==> src/shared/pdc_pkg.sv <==
// Package for the prescaled down counter: data-space map, fields, reset values
package pdc_pkg;

  // ****************************************************
  // Data-space locations
  // ****************************************************
  localparam logic [7:0] PDC_ADDR_PRESC = 8'hD2;
  localparam logic [7:0] PDC_ADDR_COUNT = 8'hD3;
  localparam logic [7:0] PDC_ADDR_CTL   = 8'hD4;

  // ****************************************************
  // Control register fields
  // ****************************************************
  localparam int PDC_CTL_ZERO_BIT  = 7;  // count_zero_flag
  localparam int PDC_CTL_IRQ_BIT   = 6;  // zero_irq_enable
  localparam int PDC_CTL_DIR_BIT   = 5;  // pin_direction_select
  localparam int PDC_CTL_DOUT_BIT  = 4;  // pin data / mode select
  localparam int PDC_CTL_RUN_BIT   = 3;  // prescale_run
  localparam int PDC_CTL_TAP_MSB   = 2;  // tap_select_bit2..0
  localparam int PDC_CTL_TAP_LSB   = 0;

  // ****************************************************
  // Reset values
  // ****************************************************
  localparam logic [7:0] PDC_COUNT_RESET = 8'hFF;
  localparam logic [6:0] PDC_PRESC_RESET = 7'h7F;
  localparam logic [7:0] PDC_CTL_RESET   = 8'h00;
  localparam logic [7:0] PDC_COUNT_ZERO  = 8'h00;
  localparam logic [7:0] PDC_READ_NONE   = 8'h00;

  // ****************************************************
  // Timing: oscillator divided by twelve
  // ****************************************************
  localparam int         PDC_OSC_DIV      = 12;
  localparam logic [3:0] PDC_OSC_DIV_LAST = 4'(PDC_OSC_DIV - 1);
  localparam logic [3:0] PDC_OSC_DIV_ZERO = 4'h0;

  // ****************************************************
  // Tap codes
  // ****************************************************
  localparam logic [2:0] PDC_TAP_DIRECT = 3'h0;

endpackage : pdc_pkg

==> src/rtl/pdc_timer.sv <==
// Prescaled down counter: 7-bit prescaler, 8-bit counter, timer pin logic
`timescale 1ns/100ps

// Behaviour
// - Count register at D3h, readable and writable like RAM.
// - Prescaler state readable at D2h.
// - Control and status bits live at D4h.
// - Count decrements on selected tap rising edge; zero sets zero flag.
// - Zero flag with interrupt enable set raises the interrupt request.
// - The interrupt request can wake the processor from wait.
// - Prescaler fed by oscillator/12 or timer pin, decrements on rising edge.
// - Factor one uses prescaler input; factor 2^n uses prescaler bit n-1.
// - Run bit low forces prescaler to all ones and stops counting.
// - Prescaler write accepted only while the run bit is one.
// - Gated mode counts oscillator/12 only while the pin is high.
// - Clock-input mode counts pin rising edges; source keeps rate limited.
// - Output mode drives pin from latch; prescaler runs from oscillator/12.
// - Output latch transparent while zero flag high, holds when it falls.
// - Writing 00h to count or one to control bit 7 sets zero flag.
// - Reset loads count FFh, prescaler 7Fh, clears control.
// - Count write beats a coincident decrement to zero; no flag then unless 00h is written.
// - Count and prescaler read back exact current values at any time.
// - Tap code 000 to 111 selects division 1 up to 128.
module pdc_timer
  import pdc_pkg::*;
(
  input  wire logic       sys_clk,
  input  wire logic       rst_n,
  input  wire logic [7:0] addr,
  input  wire logic       wr_en,
  input  wire logic       rd_en,
  input  wire logic [7:0] wdata,
  output logic      [7:0] rdata,
  input  wire logic       timer_pin_in,
  output logic            timer_pin_out,
  output logic            timer_pin_oe,
  output logic            zero_irq
);

  // ****************************************************
  // State
  // ****************************************************
  typedef struct packed {
    logic [7:0] count;
    logic [6:0] presc;
    logic [7:0] ctl;
    logic [3:0] div;
    logic       sync1;
    logic       sync2;
    logic       pin_prev;
    logic       out_latch;
    logic [7:0] rdata;
  } pdc_state_s;

  localparam pdc_state_s PDC_STATE_RESET = '{
    count:     PDC_COUNT_RESET,
    presc:     PDC_PRESC_RESET,
    ctl:       PDC_CTL_RESET,
    div:       PDC_OSC_DIV_ZERO,
    sync1:     1'b0,
    sync2:     1'b0,
    pin_prev:  1'b0,
    out_latch: 1'b0,
    rdata:     PDC_READ_NONE
  };

  pdc_state_s state_r;
  pdc_state_s state_nxt;

  // ****************************************************
  // Helpers
  // ****************************************************
  // Prescaler bit that feeds the counter for a tap code above zero
  function automatic logic pdc_tap_bit(input logic [6:0] presc,
                                       input logic [2:0] tap);
    logic [2:0] idx;
    idx = 3'(tap - 3'h1);
    return presc[idx];
  endfunction : pdc_tap_bit

  // Named views of control fields
  logic       zero_flag;
  logic       irq_en;
  logic       dir_out;
  logic       dout;
  logic       run;
  logic [2:0] tap;
  logic       osc_tick;
  logic       pin_rise;
  logic       presc_clk;
  logic       count_clk;
  logic [6:0] presc_dec;
  logic       wr_presc;
  logic       wr_count;
  logic       wr_ctl;
  logic       hit_zero;

  // Field decode from the current control register
  always_comb begin
    zero_flag = state_r.ctl[PDC_CTL_ZERO_BIT];
    irq_en    = state_r.ctl[PDC_CTL_IRQ_BIT];
    dir_out   = state_r.ctl[PDC_CTL_DIR_BIT];
    dout      = state_r.ctl[PDC_CTL_DOUT_BIT];
    run       = state_r.ctl[PDC_CTL_RUN_BIT];
    tap       = state_r.ctl[PDC_CTL_TAP_MSB:PDC_CTL_TAP_LSB];
  end

  // Write strobes, plain decode of the data-space address
  always_comb begin
    wr_presc = 1'b0;
    wr_count = 1'b0;
    wr_ctl   = 1'b0;
    if (wr_en && addr == PDC_ADDR_PRESC) begin
      wr_presc = 1'b1;
    end else if (wr_en && addr == PDC_ADDR_COUNT) begin
      wr_count = 1'b1;
    end else if (wr_en && addr == PDC_ADDR_CTL) begin
      wr_ctl = 1'b1;
    end
  end

  // ****************************************************
  // Prescaler clock source
  // ****************************************************
  // Oscillator/12 strobe and synchronised pin edge; only sync2 and its delayed copy pin_prev are looked at
  always_comb begin
    osc_tick = (state_r.div == PDC_OSC_DIV_LAST);
    pin_rise = state_r.sync2 & ~state_r.pin_prev;
    if (dir_out) begin
      presc_clk = osc_tick;
    end else if (dout) begin
      presc_clk = osc_tick & state_r.sync2;
    end else begin
      presc_clk = pin_rise;
    end
  end

  // Tap selection: the counter sees every prescaler event for tap zero, else a rising edge of the chosen prescaler bit
  always_comb begin
    presc_dec = 7'(state_r.presc - 7'h01);
    if (!run || wr_presc) begin
      count_clk = 1'b0;
    end else if (tap == PDC_TAP_DIRECT) begin
      count_clk = presc_clk;
    end else begin
      count_clk = presc_clk
                & ~pdc_tap_bit(state_r.presc, tap)
                & pdc_tap_bit(presc_dec, tap);
    end
    hit_zero = count_clk && !wr_count && (state_r.count == 8'h01);
  end

  // ****************************************************
  // Next state
  // ****************************************************
  always_comb begin
    state_nxt = state_r;

    // Oscillator divider and pin synchroniser run freely
    state_nxt.div      = osc_tick ? PDC_OSC_DIV_ZERO : 4'(state_r.div + 4'h1);
    state_nxt.sync1    = timer_pin_in;
    state_nxt.sync2    = state_r.sync1;
    state_nxt.pin_prev = state_r.sync2;

    // Control register; a write may clear the zero flag
    if (wr_ctl) begin
      state_nxt.ctl = wdata;
    end

    // Prescaler: forced to all ones while stopped, loads only while running
    if (!state_nxt.ctl[PDC_CTL_RUN_BIT]) begin
      state_nxt.presc = PDC_PRESC_RESET;
    end else if (wr_presc && run) begin
      state_nxt.presc = wdata[6:0];
    end else if (run && presc_clk) begin
      state_nxt.presc = presc_dec;
    end

    // Counter: a write takes precedence over a decrement
    if (wr_count) begin
      state_nxt.count = wdata;
    end else if (count_clk) begin
      state_nxt.count = 8'(state_r.count - 8'h01);
    end

    // Hardware set of the zero flag wins over a software clear
    if (hit_zero) begin
      state_nxt.ctl[PDC_CTL_ZERO_BIT] = 1'b1;
    end
    if (wr_count && wdata == PDC_COUNT_ZERO) begin
      state_nxt.ctl[PDC_CTL_ZERO_BIT] = 1'b1;
    end

    // Output latch follows the data bit while the flag is high
    if (zero_flag) begin
      state_nxt.out_latch = dout;
    end

    // Read data registered; values are the live registers at the read
    if (rd_en && addr == PDC_ADDR_PRESC) begin
      state_nxt.rdata = {1'b0, state_r.presc};
    end else if (rd_en && addr == PDC_ADDR_COUNT) begin
      state_nxt.rdata = state_r.count;
    end else if (rd_en && addr == PDC_ADDR_CTL) begin
      state_nxt.rdata = state_r.ctl;
    end else if (rd_en) begin
      state_nxt.rdata = PDC_READ_NONE;
    end
  end

  // ****************************************************
  // Registers
  // ****************************************************
  // Synchronous active-low reset to constants only
  always_ff @(posedge sys_clk) begin
    if (!rst_n) begin
      state_r <= PDC_STATE_RESET;
    end else begin
      state_r <= state_nxt;
    end
  end

  // ****************************************************
  // Outputs
  // ****************************************************
  // In output mode the pin is transparent to the data bit while the flag is set, else the held latch.
  // The irq also serves as the wake request, so no separate wake line is needed.
  always_comb begin
    rdata         = state_r.rdata;
    timer_pin_oe  = dir_out;
    timer_pin_out = dir_out & (zero_flag ? dout : state_r.out_latch);
    zero_irq      = zero_flag & irq_en;
  end
endmodule : pdc_timer

==> config.mk <==
export PLATFORM = sky130hd
export DESIGN_NAME = pdc_timer
export DESIGN_NICKNAME = d
export VERILOG_FILES = /design/src/shared/pdc_pkg.sv /design/src/rtl/pdc_timer.sv
export SDC_FILE = /design/constraint.sdc
export NUM_CORES = 1
export LEC_CHECK = 0
export ABC_AREA = 1
export BUFFER_PORTS_ARGS = -buffer_cell sky130_fd_sc_hd__buf_4
export CAP_MARGIN = 0
export CORE_MARGIN = 2
export CORE_UTILIZATION = 40
export DETAILED_ROUTE_END_ITERATION = 10
export PLACE_DENSITY_LB_ADDON = 0.1
export SLEW_MARGIN = 20
export SYNTH_ARGS = -nofsm -noshare
export SYNTH_HDL_FRONTEND = slang
export SYNTH_SLANG_ARGS = --single-unit
export TNS_END_PERCENT = 50
==> constraint.sdc <==
create_clock -name sys_clk -period 3.95 [get_ports sys_clk]
set_clock_uncertainty 0.1 [all_clocks]
set_input_delay 0.5925 -clock sys_clk [delete_from_list [all_inputs] [get_ports sys_clk]]
set_output_delay 0.5925 -clock sys_clk [all_outputs]
set_load 0.02 [all_outputs]
## After elaboration in Yosys (flattened, before gate mapping)

Index checks and enable logic that the tools add are counted.

| word-level totals | value |
|---|---|
| memories kept | 0 |
| register bits after elaboration | 39 |
| bits in writable memories | 0 |
| memory bits (read-only) | 0 |
| logic and storage cells | 81 |
| output and inout port bits | 11 |
| latch bits | 0 |

| cells by class | value |
|---|---|
| bitwise gates (word level) | 9 |
| add/subtract/negate cells | 4 |
| equal/unequal tests | 5 |
| muxes and demuxes | 26 |
| order comparisons | 1 |
| multipliers | 0 |
| div/mod/pow operators | 0 |
| shift-type cells | 0 |
| reduce and logical (&&, ||, !) cells | 24 |

Operator list:

| kind | count |
|---|---|
| $mux 8 | 6 |
| $eq 8x8->1 const B | 3 |
| $mux 7 | 3 |
| $mux 1 | 15 |
| $logic_and 1x1->1 | 11 |
| $eq 8x1->1 const B | 1 |
| $logic_not 8->1 | 1 |
| $sub 8x1->8 const B | 1 |
| $sub 7x1->7 const B | 1 |
| $and 1x1->1 | 6 |
| $bmux 1 s3 | 2 |
| $reduce_bool 3->1 | 2 |
| $add 4x1->4 const B | 1 |
| $eq 4x4->1 const B | 1 |
| $lt 3x4->1 const B | 1 |
| $reduce_bool 2->1 | 2 |
| $reduce_bool 4->1 | 1 |
| $reduce_or 2->1 | 2 |
| $logic_not 3->1 | 1 |
| $not 1->1 | 3 |
| $sub 3x1->3 const B | 1 |
| $logic_not 1->1 | 2 |
| $reduce_and 2->1 | 1 |
| $logic_or 1x1->1 | 1 |

## Longest topological paths before layout

Gate-level depths: netlist of run 1.

| logic depth | value |
|---|---|
| word-level depth | 12 |
| gate-level depth with buffers | 14 |
| mapped depth without buffers | 14 |

## Worst setup path before layout of run 1

Ideal clock, no wire load.

| path | value |
|---|---|
| path kind | in2reg |
| start point | input port addr[6] |
| end point | register state_r[27] in the netlist's numbering |
| buffers on the path | 0 |
| required time | 3.722 ns |
| cell stages on the path | 9 |
| slack | 2.123 ns |
| setup time | 0.128 ns |
| arrival | 1.599 ns |
| path through | nand2_1 > nor3b_4 > nand4_1 > nor2_2 > nand2_2 > nand2_2 > inv_1 > a21oi_1 > o211ai_1 |

| between the ends | value |
|---|---|
| cells in the longest elaborated chain, start to end | 7 |

Ends and longest elaborated chain:

| what | line | source |
|---|---|---|
| from (decl) | pdc_timer.sv:29 | `input wire logic [7:0] addr,` |
| $eq 8x8->1 | pdc_timer.sv:117 | `end else if (wr_en && addr == PDC_ADDR_CTL) begin` |
| $logic_and 1x1->1 | pdc_timer.sv:117 |  |
| $mux 1 | pdc_timer.sv:117 |  |
| $mux 1 | pdc_timer.sv:115 | `end else if (wr_en && addr == PDC_ADDR_COUNT) begin` |
| $mux 1 | pdc_timer.sv:113 | `if (wr_en && addr == PDC_ADDR_PRESC) begin` |
| $mux 8 | pdc_timer.sv:166 | `if (wr_ctl) begin` |
| $reduce_and 2->1 (no line) | n/a |  |
| to (signal assigned) | pdc_timer.sv:219 | `state_r <= state_nxt;` |
| to (decl) | pdc_timer.sv:67 | `pdc_state_s state_r;` |

Parallel ways exist; a longest one is shown, timed or not. The select of a mux whose other input is x is not followed.
A chain may end at the register's enable or synchronous reset.

## Worst setup path after layout of run 1

| path | value |
|---|---|
| start point | register state_r[12] in the netlist's numbering |
| end point | register state_r[27] in the netlist's numbering |

| between the ends | value |
|---|---|
| cells in the longest elaborated chain, start to end | 6 |

Ends and longest elaborated chain:

| what | line | source |
|---|---|---|
| $eq 4x4->1 (*) | pdc_timer.sv:127 | `osc_tick = (state_r.div == PDC_OSC_DIV_LAST);` |
| $and 1x1->1 | pdc_timer.sv:132 | `presc_clk = osc_tick & state_r.sync2;` |
| $mux 1 | pdc_timer.sv:131 | `end else if (dout) begin` |
| $mux 1 (*) | pdc_timer.sv:129 | `if (dir_out) begin` |
| $logic_and 1x1->1 (*) | pdc_timer.sv:175 | `end else if (run && presc_clk) begin` |
| $reduce_bool 2->1 (no line) (*) | n/a |  |

Mark *: on every way between the ends. The rest lies on a longest branch, timed or not.

==> impl_metrics.json, run 1 <==
{
  "cp_slowest_cell": "nor2_2",
  "cp_cell_sequence": "ha_1, nand2_1, o21ai_0, nand3_1, nor2_2, inv_1, o211ai_1",
  "rsz0062_at_grt": "no",
  "final_max_slew_viol_count": 0,
  "final_cell_mix": "68 x nand2_1, 39 x dfxtp_1, 31 x buf_4, 30 x inv_1, 27 x nand3_1",
  "drt_iter0_markers": 96,
  "wl_per_cell_um": 13.6,
  "setup_tns_ns": 0,
  "cts_made_buffers": 5,
  "finalCritPeriodShare_pct": 52.5,
  "drive_gt1_share_pct": 17.5,
  "dp_hpwl_um": 4190,
  "worst_pin_slew_ns": 0.627,
  "stdcell_area_um2": 2540,
  "syn_to_final_growth_pct": 15.0,
  "final_common_cell": "nand2_1",
  "die_h_um": 78.3,
  "status": "finished, final reports clean",
  "die_area_um2": 6130,
  "start_util_pct": 40.8,
  "htree_levels": 2,
  "vias": 2038,
  "ys_types": 33,
  "timing.max_slew.rel_slack_pct": 58.1,
  "multi_input_area_um2": 1210,
  "criticalPathCategory": "reg2reg",
  "startpoint_type": "flop",
  "synth-compound-area-share_pct": 15.0,
  "grt_pass1_vias": 1901,
  "synthMuxAreaShare_pct": 0,
  "arrival_ns": 2.20,
  "drtPass1Iterations": 4,
  "crit_family": "simple AND/OR/NAND/NOR gates",
  "io_pins": 32,
  "syn_avg_cell_area_um2": 7.17,
  "io_buffer_count": 31,
  "hold_violations": 0,
  "cts_buffer_depth": 2,
  "antenna_found_initial": 0,
  "maxCapViolCount": 0,
  "layout.nets": 358,
  "ctsResizeCount": 0,
  "synth_fa_ha_area_share_pct": 3.40,
  "syn_nets": 335,
  "synth_seq_area_share_pct": 35.4,
  "cts_tree": "built",
  "drc": 0,
  "rows": 27,
  "end_kind": "flop",
  "critPathMaxFanout": 13,
  "synth-simple-area-share_pct": 32.4,
  "grt_pass1_wl_um": 9320,
  "routabilityCongestion": 0.749,
  "holdBufCountCts": 0,
  "hp-class": "reg2reg",
  "grt_max_degree": 18,
  "cpPeakStageDelay_ns": 0.54,
  "max_freq_mhz": 482,
  "clkSlewWorstSetupHoldPaths_ns": 0.08,
  "post-route-min-period_ns": 2.08,
  "wl_um": 5510,
  "insertedDiodeCount": 0,
  "clk_latency_ns": 0.29,
  "synth-xor-area-share_pct": 3.97,
  "core_area_um2": 5410,
  "yosysWarnings": 0,
  "path_buf_inv": 1,
  "cts_root_buf": "clkbuf_8",
  "ir_drop_uv": 190,
  "cts_setup_buffers": 0,
  "hold_slack_ns": 0.317,
  "fill_cells": 574,
  "leakagePower_nw": 1.05,
  "vias_per_cell": 5.04,
  "final_antenna_net_count": 0,
  "regArea_um2": 781,
  "synth_area_um2": 2210,
  "grtUsageTotal_pct": 19.3,
  "clock-sinks": 39,
  "power_density_nw_per_um2": 293,
  "syn_inst": 308,
  "final-setup-viol-count": 0,
  "synth_top_family_by_area": "simple AND/OR/NAND/NOR gates",
  "synth_seq_cells": 39,
  "dpl_cell_area_um2": 2440,
  "worst_ep_required_time_ns": 4.07,
  "grt_overflow": 0,
  "die_x_um": 78.3
}
## cell families after synthesis
| kind of cell | Yosys count |
|---|---|
| AO/OA/AOI/OAI | 54 |
| XOR/XNOR | 10 |
| adder cells (fa/ha/maj) | 6 |
| buffers and inverters | 49 |
| flip-flops | 39 |
| AND/OR/NAND/NOR | 150 |
## per-layer routing
metal	vias to the layer above	GRT usage (%)	share of wire, %
li1	1084	-	-
met1	910	27.6	50
met2	37	29.8	44
met3	7	3.45	4.2
met4	0	5.26	1.2
met5	-	0	0
## cells in the mapped netlist
| cell | count | area share (%) |
|---|---|---|
| o21ai_0 | 12 | 2.7 |
| buf_4 | 8 | 2.7 |
| ha_1 | 6 | 3.4 |
| nand3_1 | 27 | 6.1 |
| a21oi_1 | 22 | 5.0 |
| a41oi_1 | 7 | 2.8 |
| nor3_1 | 6 | 1.4 |
| nand4_1 | 10 | 2.8 |
| o2111ai_1 | 2 | 0.79 |
| xnor2_1 | 7 | 2.8 |
| buf_2 | 3 | 0.68 |
| inv_1 | 30 | 5.1 |
| inv_2 | 3 | 0.51 |
| a31oi_1 | 2 | 0.57 |
| nand2_4 | 2 | 1.0 |
| nor2_4 | 1 | 0.51 |
| clkbuf_1 | 4 | 0.68 |
| a21boi_1 | 1 | 0.34 |
| clkinv_1 | 1 | 0.17 |
| nor3b_4 | 1 | 0.85 |
| nor2_1 | 21 | 3.6 |
| a211oi_1 | 1 | 0.34 |
| nand2_1 | 68 | 12 |
| and2_1 | 1 | 0.28 |
| nor2_2 | 5 | 1.4 |
| nor4_1 | 2 | 0.57 |
| o21ai_2 | 1 | 0.40 |
| nand3_2 | 2 | 0.91 |
| dfxtp_1 | 39 | 35 |
| xor2_1 | 3 | 1.2 |
| o211ai_1 | 6 | 2.0 |
| nand2_2 | 3 | 0.85 |
| nor3b_2 | 1 | 0.57 |
## path summary, 6_finish.rpt
| kind | startpoint | cells after the start | slack [ns] | endpoint |
|---|---|---|---|---|
| setup / recovery | state_r[12]$_SDFF_PP0_ | 7 | 1.87 | state_r[27]$_SDFFE_PN1P_ |
| hold / removal | state_nxt[10]$_SDFF_PN0_ | 2 | 0.32 | state_nxt[9]$_SDFF_PN0_ |
| setup reg to reg | state_r[12]$_SDFF_PP0_ | 7 | 1.87 | state_r[27]$_SDFFE_PN1P_ |
| hold reg to reg | state_nxt[10]$_SDFF_PN0_ | 2 | 0.32 | state_nxt[9]$_SDFF_PN0_ |
## where the power goes
| part | switching (mW) | internal (mW) |
|---|---|---|
| Sequential | 0.00275 | 0.397 |
| Combinational | 0.0250 | 0.0215 |
| Clock | 0.154 | 0.143 |
| Total | 0.181 | 0.561 |
## worst reg2reg max path, delay by kind of cell, from the launching register on
family	cells	cell delay, ns
flops	1	0.37
simple gates	3	0.80
buf+inv	1	0.23
compound gates	2	0.31
fa+ha+maj	1	0.19
## cell type report
cell class / instances / share of cell area (%)
well taps: 72 / 3.55
clock inverters: 2 / 0.641
repair buffers: 31 / 9.17
clock buffers: 6 / 3.25
flip-flops and latches: 39 / 30.8
inverters: 34 / 5.03
multi-input cells: 220 / 47.6
## metrics by stage
stage / setup WS, ns / power (mW) / instances / util [%]
2_1_floorplan: 2.12 / 0.430 / 308 / -
3_3_place_gp: 1.69 / 0.456 / 396 / 45.1
3_5_place_dp: 1.70 / 0.456 / 396 / 45.1
4_1_cts: 1.86 / 0.752 / 404 / 47.0
5_1_grt: 1.66 / 0.770 / 404 / 47.0
6_report: 1.87 / 0.743 / 404 / 47.0
## sequential cells by signal (all words and copies together) (netlist names)
name / cells
irq_en: 1
rdata: 8
timer_pin_oe: 1
dout: 1
state_r: 25
state_nxt: 2
run: 1
Power figures use the tool's default switching activity.
==> run 2: changes to the inputs <==
Settings changed: ABC_AREA 1 to 0.
Clock period 3.95 ns to 2.15 ns, I/O delays scaled along.
==> run 2 against run 1 <==
- cell area grew 12%
- highest routed layer unchanged
- wire length grew 15%
- sequential power grew 83%
- global-route usage grew 1.4 points
==> impl_metrics.json, run 2 <==
{
  "regArea_um2": 792,
  "worst_ep_required_time_ns": 2.20,
  "final_max_slew_viol_count": 0,
  "yosys-top-cells-count": "39 x dfxtp_1, 19 x nor2_1, 15 x nand2_1",
  "finalPower_mw": 1.46,
  "status": "finished, final reports clean",
  "htree_levels": 2,
  "r2r_setup_slack_ns": 0.07,
  "cts_made_buffers": 5,
  "cpPeakStageDelay_ns": 0.34,
  "p_sw_share_pct": 23.0,
  "end_kind": "flop",
  "r2r_start": "state_r[16]$_SDFFE_PN0P_",
  "path_buf_inv": 3,
  "hp-class": "in2reg",
  "max_freq_mhz": 481,
  "drc": 0,
  "pwr-share-clk_pct": 42.7,
  "holdBufCountCts": 0,
  "syn_nets": 288,
  "layout.nets": 330,
  "final-setup-viol-count": 0,
  "insertedDiodeCount": 0,
  "cp_slowest_cell": "dfxtp_2",
  "grt_overflow": 0,
  "cp_cell_sequence": "inv_2, ha_4, nor4b_2, a31oi_1, o21ai_2, buf_6, buf_4, o211ai_1, xor2_1, o211ai_1",
  "finalCritPeriodShare_pct": 96.7,
  "drive_gt1_share_pct": 30.3,
  "reg2reg_to": "state_r[33]$_SDFFE_PN1P_",
  "core_area_um2": 5440,
  "syn_inst": 261,
  "drt_iter0_markers": 181,
  "grtUsageTotal_pct": 20.7,
  "leakagePower_nw": 1.14,
  "wl_per_cell_um": 16.8,
  "cts_tree": "built",
  "yosysWarnings": 0,
  "p_int_mw": 1.12,
  "syn_avg_cell_area_um2": 8.55,
  "synth_top_cell_area_share_pct": 35.0,
  "worst_pin_slew_ns": 0.482,
  "holdCritStartpoint": "timer_pin_in",
  "min_to": "state_nxt[10]$_SDFF_PN0_",
  "cts_root_buf": "clkbuf_8",
  "critPathMaxFanout": 6,
  "largest_reg_flops": 25,
  "hold_violations": 0,
  "power_density_nw_per_um2": 514,
  "synth_seq_cells": 39,
  "synth_area_um2": 2230,
  "vias_per_cell": 5.69,
  "ys_async_sr_fraction_pct": 0,
  "grt_pass1_vias": 1878,
  "die_x_um": 78.7,
  "antenna_found_initial": 0,
  "crit_family": "compound AO/OA/AOI/OAI gates",
  "hold_depth": 2,
  "start_util_pct": 41.0,
  "grt_max_degree": 44,
  "final_antenna_net_count": 0,
  "r2r_cells": 10,
  "wl_um": 6330,
  "critPathMostFrequentCell": "o211ai_1",
  "rows": 27,
  "clkSlewWorstSetupHoldPaths_ns": 0.08,
  "maxCapViolCount": 0,
  "startpoint_type": "flop",
  "io_pins": 32,
  "final_common_cell": "buf_4",
  "syn_to_final_growth_pct": 27.1,
  "vias": 2141,
  "io_buffer_count": 31,
  "dpl_cell_area_um2": 2570,
  "clk_latency_ns": 0.29,
  "yosysTopAreaCell": "dfxtp_1",
  "ir_drop_uv": 235,
  "combPwrFrac_pct": 7.0,
  "routabilityCongestion": 0.936,
  "synthTopCellsByArea": "dfxtp_1 35%, ha_1 3.4%, nor2b_1 3.4%",
  "die_h_um": 78.7,
  "synth_seq_area_share_pct": 35.0,
  "die_area_um2": 6190,
  "ys_types": 54,
  "synth.most_common_cell": "dfxtp_1",
  "ys.flop_type": "dfxtp_1",
  "clock-sinks": 39,
  "arrival_ns": 2.13,
  "criticalPathCategory": "reg2reg",
  "p_seq_share_pct": 50.3,
  "grt_pass1_wl_um": 9920,
  "multi_input_area_um2": 1350,
  "synth_edf_count": 0,
  "power_switching_mw": 0.335,
  "dp_hpwl_um": 4520,
  "timing.max_slew.rel_slack_pct": 67.9,
  "largest_register": "state_r",
  "final_cell_mix": "55 x buf_4, 34 x dfxtp_1, 19 x nor2_1, 15 x nand2_1",
  "post-route-min-period_ns": 2.08,
  "cts_buffer_depth": 2,
  "drtPass1Iterations": 7,
  "stdcell_area_um2": 2840,
  "fill_cells": 535
}
## run 2: cell types whose count changed in the layout (fill, tap and decap cells not counted), sizes merged, moves of 7 or more
cell   change
nand2     -58
buf       +26
a41oi      -7
nor2b     +12
inv       -19
nand4      -8
a21oi     -10
nand3     -19
nor2       -8
and2       +7
## run 2: cell type report
class,count,share of cell area (%)
well taps,72,3.18
inverters,14,1.85
repair buffers,57,15.4
clock buffers,5,2.43
multi-input cells,186,47.7
flip-flops and latches,39,27.9
clock inverters,3,1.54
## run 2: repair_timing
item                                    in CTS  in global routing
gates cloned                                 0                  0
buffers inserted                             2                  6
endpoints found under the setup margin       4                  9
gates resized for setup                      2                 21
pin swaps                                    1                 10
## run 2: per-layer routing
layer | share of wire [%] | vias up | track usage, % | wire [µm]
met2 | 46 | 77 | 31.8 | 2890
met5 | 0 | - | 0 | 0
li1 | - | 1044 | - | -
met3 | 7.3 | 8 | 4.71 | 460
met4 | 1.2 | 0 | 4.91 | 76
met1 | 46 | 1012 | 29.4 | 2900
## run 2: logic make-up (layout without fill, tap and decap cells)
family	Yosys count	in the layout	share of synthesized area [%]
flip-flops	39	39	35.0
AND/OR/NAND/NOR	102	102	26.6
buffers and inverters	36	79	7.91
adder cells (fa/ha/maj)	6	6	3.37
XOR/XNOR	3	3	1.18
multiplexers	8	8	3.76
AO/OA/AOI/OAI	67	67	22.2
## run 2: through the flow
stage	util [%]	worst slack [ns]	TNS [ns]	cells	hold slack [ns]
finish	52.1	0.0716	0	376	0.134
global route	52.1	-0.0102	-0.0191	376	0.122
global placement	47.3	-0.0598	-0.127	361	0.316
floorplan	-	0.0159	0	261	0.312
detailed placement	47.3	-0.0782	-0.205	361	0.322
CTS	49.7	-0.0243	-0.0462	371	0.128
## run 2: worst max path at each step
stage / start / endpoint / cells after the start / slack (ns)
after floorplan: state_r[16]$_SDFFE_PN0P_ / state_r[36]$_SDFFE_PN1P_ / 9 / 0.02
after global placement: state_r[12]$_SDFF_PP0_ / state_r[38]$_SDFFE_PN1P_ / 7 / -0.06
after detailed placement: state_r[12]$_SDFF_PP0_ / state_r[38]$_SDFFE_PN1P_ / 7 / -0.08
after CTS: state_r[12]$_SDFF_PP0_ / state_r[38]$_SDFFE_PN1P_ / 7 / -0.02
after global routing: state_r[24]$_SDFFE_PN1P_ / state_r[36]$_SDFFE_PN1P_ / 9 / -0.01
final: state_r[16]$_SDFFE_PN0P_ / state_r[33]$_SDFFE_PN1P_ / 10 / 0.07
## run 2: power groups by stage
stage / Clock, mW / Sequential [mW] / Combinational (mW)
4_1_cts: 0.641 / 0.736 / 0.101
2_1_floorplan: 0 / 0.751 / 0.0452
5_1_grt: 0.668 / 0.735 / 0.113
3_3_place_gp: 0 / 0.752 / 0.101
3_5_place_dp: 0 / 0.753 / 0.100
6_report: 0.622 / 0.733 / 0.102
